===== config.mk =====
export PLATFORM = sky130hd
export DESIGN_NAME = serial_port_mode_control
export DESIGN_NICKNAME = d
export VERILOG_FILES = /design/src/rtl/serial_mode_pkg.sv /design/src/rtl/mode_cfg_if.sv /design/src/rtl/serial_port_mode_control.sv /design/src/rtl/mode_decoder.sv
export SDC_FILE = /design/constraint.sdc
export NUM_CORES = 1
export LEC_CHECK = 0
export BUFFER_PORTS_ARGS = -buffer_cell sky130_fd_sc_hd__buf_2
export CAP_MARGIN = 10
export CORE_UTILIZATION = 34
export DETAILED_ROUTE_END_ITERATION = 12
export GPL_TIMING_DRIVEN = 0
export PLACE_DENSITY_LB_ADDON = 0.2
export REMOVE_ABC_BUFFERS = 1
export SYNTH_ARGS = -nofsm -noshare
export SYNTH_HDL_FRONTEND = slang
export SYNTH_SLANG_ARGS = --single-unit

===== constraint.sdc =====
create_clock -name clk_in -period 1.5 [get_ports clk_in]
set_input_delay 0.075 -clock clk_in [delete_from_list [all_inputs] [get_ports clk_in]]
set_output_delay 0.075 -clock clk_in [all_outputs]
set_load 0.005 [all_outputs]

===== src/rtl/serial_mode_pkg.sv =====
// Constants and types for the serial port mode control block.
// Assumes a single 20 MHz clock domain.
package serial_mode_pkg;

  typedef enum logic [2:0] {
    MODE_RS232,
    MODE_BUS_MASTER,
    MODE_FOUR_WIRE_AUTO,
    MODE_TWO_WIRE_AUTO,
    MODE_UNSUPPORTED
  } port_mode_type;

  // Clock rate and baud limit of the current-loop variant
  localparam int unsigned CLOCK_HZ           = 20000000;
  localparam int unsigned LOOP_MAX_BAUD      = 19200;
  // Baud divisor is clock cycles per bit; smallest legal divisor
  localparam logic [15:0] MIN_LOOP_DIVISOR   =
    16'((CLOCK_HZ + LOOP_MAX_BAUD - 1) / LOOP_MAX_BAUD);
  // Reset value of the sampled switch bank (all off)
  localparam logic [7:0]  SWITCH_RESET       = 8'h00;
  // Bit positions of the switches in the bank
  localparam int unsigned SW_ONE_BIT         = 0;
  localparam int unsigned SW_TWO_BIT         = 1;
  localparam int unsigned SW_THREE_BIT       = 2;
  localparam int unsigned SW_FOUR_BIT        = 3;
  localparam int unsigned SW_FIVE_BIT        = 4;
  localparam int unsigned SW_EIGHT_BIT       = 7;

endpackage : serial_mode_pkg


===== src/rtl/mode_cfg_if.sv =====
// Carries the latched mode from the decoder to the port control.
// Assumes both ends sit on clk_in.
`timescale 1ns/100ps
interface mode_cfg_if;
  serial_mode_pkg::port_mode_type mode;
  logic                           valid;
  modport source (output mode, output valid);
  modport sink   (input mode, input valid);
endinterface : mode_cfg_if


===== src/rtl/serial_port_mode_control.sv =====
// Serial port mode control: line driver, receiver and handshake control.
// Assumes a UART core beside it supplies tx/rx data and busy flags on clk_in.
//
// How it works
// Bus master mode: switches 1-4 off, 5 on, 8 off; with switch 2 four-wire auto.
// Two-wire auto mode: switches 1,2 on; 3,4,5,8 off.
// RS232 mode is the default for every other switch setting.
// RS232 hardware handshake: RTS follows ability to accept received data.
// Hardware handshake: transmit only while CTS is asserted.
// Hardware handshake: DTR follows presence of a TCP connection.
// Bus master: drivers and receivers always on, handshake lines both ways.
// Auto modes: driver on when sending begins, off after last bit sent.
// Four-wire auto: receiver always enabled.
// Two-wire auto: receiver off while driver is on.
// Configuring party selects no flow control in RS485 modes.
// Current loop: baud rates above 19200 are rejected.
// Current loop: half-duplex select low suppresses echo of own transmit data.
// Switches are sampled after reset and held until next reset.
`timescale 1ns/100ps
module serial_port_mode_control (
  input  wire logic        clk_in,
  input  wire logic        reset_in,
  input  wire logic [7:0]  switches_in,
  input  wire logic        current_loop_in,
  input  wire logic        hw_handshake_in,
  input  wire logic        rx_can_accept_in,
  input  wire logic        tcp_connected_in,
  input  wire logic        tx_pending_in,
  input  wire logic        tx_busy_in,
  input  wire logic        tx_data_in,
  input  wire logic        cts_in,
  input  wire logic        rx_data_in,
  input  wire logic        half_duplex_select_n_in,
  input  wire logic [15:0] baud_divisor_in,
  output logic             tx_line_out,
  output logic             tx_allowed_out,
  output logic             rts_out,
  output logic             dtr_out,
  output logic             driver_enable_out,
  output logic             receiver_enable_out,
  output logic             rx_data_out,
  output logic             baud_reject_out,
  output logic [2:0]       mode_out
);

  mode_cfg_if cfg_bus ();

  mode_decoder decoder (
    .clk_in      (clk_in),
    .reset_in    (reset_in),
    .switches_in (switches_in),
    .cfg         (cfg_bus.source)
  );

  // ----------------------------------------------------------------
  // Mode flags
  // ----------------------------------------------------------------
  logic is_rs232;
  logic is_master;
  logic is_auto4;
  logic is_auto2;
  logic is_auto;
  logic handshake;
  logic sending;

  assign is_rs232  = cfg_bus.mode == serial_mode_pkg::MODE_RS232;
  assign is_master = cfg_bus.mode == serial_mode_pkg::MODE_BUS_MASTER;
  assign is_auto4  = cfg_bus.mode == serial_mode_pkg::MODE_FOUR_WIRE_AUTO;
  assign is_auto2  = cfg_bus.mode == serial_mode_pkg::MODE_TWO_WIRE_AUTO;
  assign is_auto   = is_auto4 || is_auto2;
  // Handshake lines exist only in RS232 and bus master mode
  assign handshake = hw_handshake_in && (is_rs232 || is_master);
  // Bit still on the wire or a new word queued
  assign sending   = tx_pending_in || tx_busy_in;

  // ----------------------------------------------------------------
  // Next values
  // ----------------------------------------------------------------
  logic       next_tx_line;
  logic       next_tx_allowed;
  logic       next_rts;
  logic       next_dtr;
  logic       next_drv;
  logic       next_rcv;
  logic       next_rx;
  logic       next_reject;
  logic [2:0] next_mode_out;

  always_comb begin
    next_tx_allowed = handshake ? cts_in : 1'b1;
    next_tx_line    = next_tx_allowed ? tx_data_in : 1'b1;
    next_rts        = handshake ? rx_can_accept_in : 1'b1;
    next_dtr        = handshake ? tcp_connected_in : 1'b1;
    next_drv        = 1'b1;
    next_rcv        = 1'b1;
    if (is_auto) begin
      next_drv = sending;
    end
    if (is_auto2) begin
      next_rcv = !sending;
    end
    // Line stays quiet until the switch bank has been sampled
    if (!cfg_bus.valid) begin
      next_drv = 1'b0;
      next_rcv = 1'b0;
    end
    next_rx = rx_data_in;
    if (current_loop_in && !half_duplex_select_n_in && sending) begin
      next_rx = 1'b1;
    end else if (!next_rcv) begin
      next_rx = 1'b1;
    end
    next_reject   = current_loop_in
                  && baud_divisor_in < serial_mode_pkg::MIN_LOOP_DIVISOR;
    next_mode_out = 3'(cfg_bus.mode);
  end

  always_ff @(posedge clk_in) begin
    if (reset_in) begin
      tx_line_out         <= 1'b1;
      tx_allowed_out      <= 1'b0;
      rts_out             <= 1'b0;
      dtr_out             <= 1'b0;
      driver_enable_out   <= 1'b0;
      receiver_enable_out <= 1'b0;
      rx_data_out         <= 1'b1;
      baud_reject_out     <= 1'b0;
      mode_out            <= 3'h0;
    end else begin
      tx_line_out         <= next_tx_line;
      tx_allowed_out      <= next_tx_allowed;
      rts_out             <= next_rts;
      dtr_out             <= next_dtr;
      driver_enable_out   <= next_drv;
      receiver_enable_out <= next_rcv;
      rx_data_out         <= next_rx;
      baud_reject_out     <= next_reject;
      mode_out            <= next_mode_out;
    end
  end
endmodule : serial_port_mode_control


===== src/rtl/mode_decoder.sv =====
// Samples the switch bank once after reset and decodes the port mode.
// Assumes the switches are static and synchronous to clk_in.
`timescale 1ns/100ps
module mode_decoder (
  input  wire logic       clk_in,
  input  wire logic       reset_in,
  input  wire logic [7:0] switches_in,
  mode_cfg_if.source      cfg
);

  serial_mode_pkg::port_mode_type mode;
  serial_mode_pkg::port_mode_type next_mode;
  logic                           valid;
  logic                           next_valid;
  logic                           s1;
  logic                           s2;
  logic                           rest_off;

  assign s1       = switches_in[serial_mode_pkg::SW_ONE_BIT];
  assign s2       = switches_in[serial_mode_pkg::SW_TWO_BIT];
  assign rest_off = !switches_in[serial_mode_pkg::SW_THREE_BIT]
                  && !switches_in[serial_mode_pkg::SW_FOUR_BIT]
                  && !switches_in[serial_mode_pkg::SW_EIGHT_BIT];

  always_comb begin
    next_mode  = mode;
    next_valid = 1'b1;
    if (!valid) begin
      if (switches_in[serial_mode_pkg::SW_EIGHT_BIT]) begin
        next_mode = serial_mode_pkg::MODE_RS232;
      end else if (rest_off && !s1
          && switches_in[serial_mode_pkg::SW_FIVE_BIT]) begin
        next_mode = s2 ? serial_mode_pkg::MODE_FOUR_WIRE_AUTO
                       : serial_mode_pkg::MODE_BUS_MASTER;
      end else if (rest_off && s1 && s2
          && !switches_in[serial_mode_pkg::SW_FIVE_BIT]) begin
        next_mode = serial_mode_pkg::MODE_TWO_WIRE_AUTO;
      end else begin
        next_mode = serial_mode_pkg::MODE_RS232;
      end
    end
  end

  always_ff @(posedge clk_in) begin
    if (reset_in) begin
      mode  <= serial_mode_pkg::MODE_RS232;
      valid <= 1'b0;
    end else begin
      mode  <= next_mode;
      valid <= next_valid;
    end
  end

  assign cfg.mode  = mode;
  assign cfg.valid = valid;
endmodule : mode_decoder


Yosys cells after proc, flatten, opt, wreduce, memory -nomap -nowiden --
Index checks and enable logic that the tools add are counted.
Word-level totals: flip-flop bits (word level) 15, input bits 36, output and inout port bits 11, logic and storage cells 54
Cells by class: $lt $le $gt $ge 1, equality and inequality tests 3, mux-type cells 11, bitwise logic cells 3, reduce and logical (&&, ||, !) cells 25
Operators by type and width (count):
- less-than comparator 16 x 11 -> 1 bit (second input constant) | 1
- logical AND 1 bit | 11
- zero test 1 bit | 7
- two-way mux 1 bit | 7
- == test 3 x 2 -> 1 bit (second input constant) | 2
- two-way mux 3 bit | 2
- two-way mux 2 bit | 2
- OR reduction 2 bit | 2
- == test 3 x 1 -> 1 bit (second input constant) | 1
- zero test 3 bit | 1
- logical OR 1 bit | 3
- NOT 1 bit | 3
- OR reduction 3 bit | 1

Logic depth before layout (Yosys ltp) --
depth in word-level cells 9, mapped depth 4, mapped depth without buffers 3

By module --
Synthesis repeated with hierarchy kept, for this count alone.
Second synthesis, totals: cell total of the unflattened synthesis 52, area, all modules 509.2 um^2
Modules (own cells, without submodules):
- serial_port_mode_control | times used 1, cells each 37, area an instance 370.4 um^2, seq. area each 220.2 um^2
- mode_decoder | times used 1, cells each 15, area an instance 138.9 um^2, seq. area each 60.1 um^2

Worst setup path before layout --
OpenSTA, ideal clock, no wires.
path kind register to register, start point reg decoder.valid, in the netlist decoder.cfg.valid, end point reg rx_data_out, library setup time 0.122 ns, arrival 0.944 ns, data required time 1.378 ns, setup slack 0.434 ns, cell stages (with the launch flop) 4, buffers on the path 0, period minus slack after synthesis 1.066 ns, cells stage by stage dfxtp_1 -> nor2b_1 -> o21ai_0 -> a311o_1
On the way: word-level cells in the longest chain between the ends 3
RTL lines:
- from (decl) | line mode_decoder.sv:13 | logic valid;
- from (signal assigned) | line mode_decoder.sv:50 | valid <= next_valid;
- two-way mux 1 bit | line serial_port_mode_control.sv:103 | if (!cfg_bus.valid) begin
- NOT 1 bit (no source line)
- OR reduction 3 bit (no source line)
- to (signal assigned) | line serial_port_mode_control.sv:136 | rx_data_out <= next_rx;
- to (decl) | line serial_port_mode_control.sv:41 | output logic rx_data_out,
Every way passes these cells. A chain may end at the register's enable or synchronous reset.

Final worst setup path --
Same ends and word-level chain as after synthesis.

==> flow_summary.json <==
{
  "cts_buffers": 3,
  "grt_pass1_wl_um": 1440,
  "nNetsFinal": 134,
  "synthAdderAreaFrac": 0,
  "synth_cells": 51,
  "synth.avg_cell_area_um2": 9.59,
  "grt_util_met2": 0.246,
  "fmax_mhz": 841,
  "coreArea_um2": 1320,
  "cp.required_ps": 1660,
  "drt_first_iter_violations": 4,
  "fin_crit_ps": 1190,
  "cts_htree_levels": 1,
  "path_clk_slew_ps": 70,
  "die-area_um2": 1590,
  "ys_seq_elements": 13,
  "dp_hpwl_um": 805,
  "min_from": "rx_can_accept_in",
  "p_leak_nw": 0.389,
  "synth_xor_area_frac": 0.0179,
  "grt-busiest-layer": "met2",
  "chipHeight_um": 39.9,
  "fin_skew_ps": 1.04,
  "viasPerCell": 4.72,
  "wire_per_inst_um": 9.42,
  "port_buffers": 42,
  "synth_top_family_by_area": "simple AND/OR/NAND/NOR gates",
  "netlist-cell-type-count": 25,
  "synthSimpleGateAreaFrac": 0.253,
  "hold_class": "input pin to flip-flop",
  "whs_endpoint": "rts_out",
  "hold_depth": 3,
  "worstSkewPairLatency_ps": 270,
  "hold_violations": 0,
  "first_pass_iters": 4,
  "tns_ps": 0,
  "antenna_found_initial": 0,
  "period_share": 0.793,
  "timing.hold.ws_ps": 18.4,
  "grt_util_all_layers": 0.141,
  "grt_max_degree": 11,
  "finalSetupViolCount": 0,
  "io_pins": 47,
  "rows": 13,
  "vias": 529,
  "cts_tree": "yes",
  "cap_violations": 0,
  "routed_wirelength_um": 1060,
  "drtAntennaViolNets": 0,
  "grtUsageMet3": 0.0500,
  "initial_utilization": 0.371,
  "power_density_nw_per_um2": 882,
  "r2r_end": "rx_data_out",
  "antenna_cells": 0,
  "root_buffer": "clkbuf_4",
  "arrival_ps": 1350,
  "cp-start-kind": "flip-flop",
  "netlist_area_um2": 489,
  "setup_slack_ps": 311,
  "status": "finished clean",
  "die_x_um": 39.9,
  "ys_seq_area_frac": 0.532,
  "drv_slew": 0,
  "endpoint_kind": "flip-flop",
  "crit_path_max_fanout": 3,
  "drive_gt1_frac": 0.485,
  "muxShareOfSynthArea": 0,
  "routabilityCongestion": 0.748,
  "rsz0062_at_grt": "false",
  "rr_startpoint": "decoder.cfg.valid",
  "synth_compound_area_frac": 0.120,
  "use_met1": 0.136,
  "crit_start": "decoder.cfg.valid",
  "cts_buffer_depth": 2,
  "drcViolationCount": 0,
  "overflow": 0,
  "dpl_worst_slack_ps": 330,
  "reg2regPathDepth": 3,
  "syn2layout_area_growth_pct": 52.4,
  "grt_pass1_vias": 400,
  "clock_sinks": 13,
  "criticalPathCategory": "flip-flop to flip-flop",
  "yosys_warnings": 0,
  "rrSetupSlack_ps": 310,
  "ir_worst_vdd_mv": 0.334
}
-- critical path, stage by stage, from the launching register on --
cell and delay [ps]:
dfxtp_1 370, nor2b_1 230, o21ai_0 150, a311o_1 330
-- worst max-delay path by stage --
stage / cells past startpoint / slack, ps / endpoint
5_1_grt: 3 / 250 / rx_data_out
3_5_place_dp: 3 / 330 / rx_data_out
3_3_place_gp: 3 / 340 / rx_data_out
6_report: 3 / 310 / rx_data_out
4_1_cts: 3 / 290 / rx_data_out
2_1_floorplan: 3 / 430 / rx_data_out
-- synth_stat cells, drive strengths merged --
master	instances	share of area
nor2	8	0.067
o21ai	2	0.020
o22ai	1	0.013
xor2	1	0.018
conb	1	0.0077
and4	1	0.018
nand2	3	0.023
and2b	1	0.015
a21oi	1	0.010
or3	1	0.013
nand2b	2	0.026
o311ai	1	0.018
nor2b	2	0.026
a22o	1	0.018
nor3	1	0.010
dfxtp	13	0.53
a311o	1	0.020
inv	4	0.031
or4	2	0.038
buf	2	0.038
a32o	1	0.020
nor4b	1	0.018
-- final cells by class --
type	instances	area, um^2
multi-input cells	32	195
clock buffers	4	26.3
fillers	124	572
repair buffers	44	230
flip-flops and latches	13	260
inverters	4	15.0
well taps	15	18.8
-- cell families after synthesis --
| family | Yosys count |
|---|---|
| and+or+nand+nor | 22 |
| xor gates and xnor gates | 1 |
| DFF | 13 |
| buffers and inverters | 6 |
| AOI/OAI and AO/OA | 8 |
| other | 1 |
-- state kept, by name, indices dropped and copies added (netlist names) --
register,cells
receiver_enable_out,1
tx_line_out,1
baud_reject_out,1
driver_enable_out,1
rx_data_out,1
dtr_out,1
decoder.cfg.valid,1
rts_out,1
mode_out,2
tx_allowed_out,1
decoder.cfg.mode,2
-- layout by cell type, fill, tap and decap left out --
master,synthesis,routed
dfxtp_1,13,13
nor3_1,1,1
o311ai_0,1,1
a21oi_1,1,1
xor2_1,1,1
or4_1,1,1
nand2_1,3,3
clkbuf_1,0,1
and2b_1,1,1
clkbuf_4,0,3
a22o_1,1,1
o22ai_1,1,1
buf_2,0,42
nand2b_1,2,2
or3_1,1,1
or4_4,1,1
and4_1,1,1
nor4b_1,1,1
inv_1,4,4
dlygate4sd3_1,0,2
a32o_1,1,1
nor2_1,7,7
nor2_2,1,1
nor2b_1,2,2
conb_1,1,1
o21ai_0,2,2
a311o_1,1,1
-- stage by stage --
| step | instance area [um^2] | util | std cells | power, mW |
|---|---|---|---|---|
| 2_1_floorplan | 470 | - | 49 | 0.396 |
| 3_3_place_gp | 699 | 0.531 | 106 | 0.452 |
| 5_1_grt | 746 | 0.566 | 112 | 0.696 |
| 6_report | 746 | 0.566 | 112 | 0.658 |
| 4_1_cts | 746 | 0.566 | 112 | 0.668 |
| 3_5_place_dp | 699 | 0.531 | 106 | 0.455 |
-- report_power, final --
part / switching (mW) / internal (mW) / total (mW)
clock network: 0.105 / 0.103 / 0.208
registers: 0.00368 / 0.358 / 0.361
logic: 0.0354 / 0.0528 / 0.0882
-- routing by layer --
layer / wire length [um] / vias to the layer above
li1: - / 266
met1: 415 / 224
met2: 525 / 37
met3: 101 / 2
met4: 13 / 0
met5: 0 / -
-- repair_timing --
item                                   in CTS  in global routing
buffers inserted                            0                  0
resized for setup                           0                  0
hold buffers                                2                  0
endpoints found under the hold margin       2                  0
setup endpoints to repair                   0                  0
Note: power is estimated with default switching activity, not from simulation.
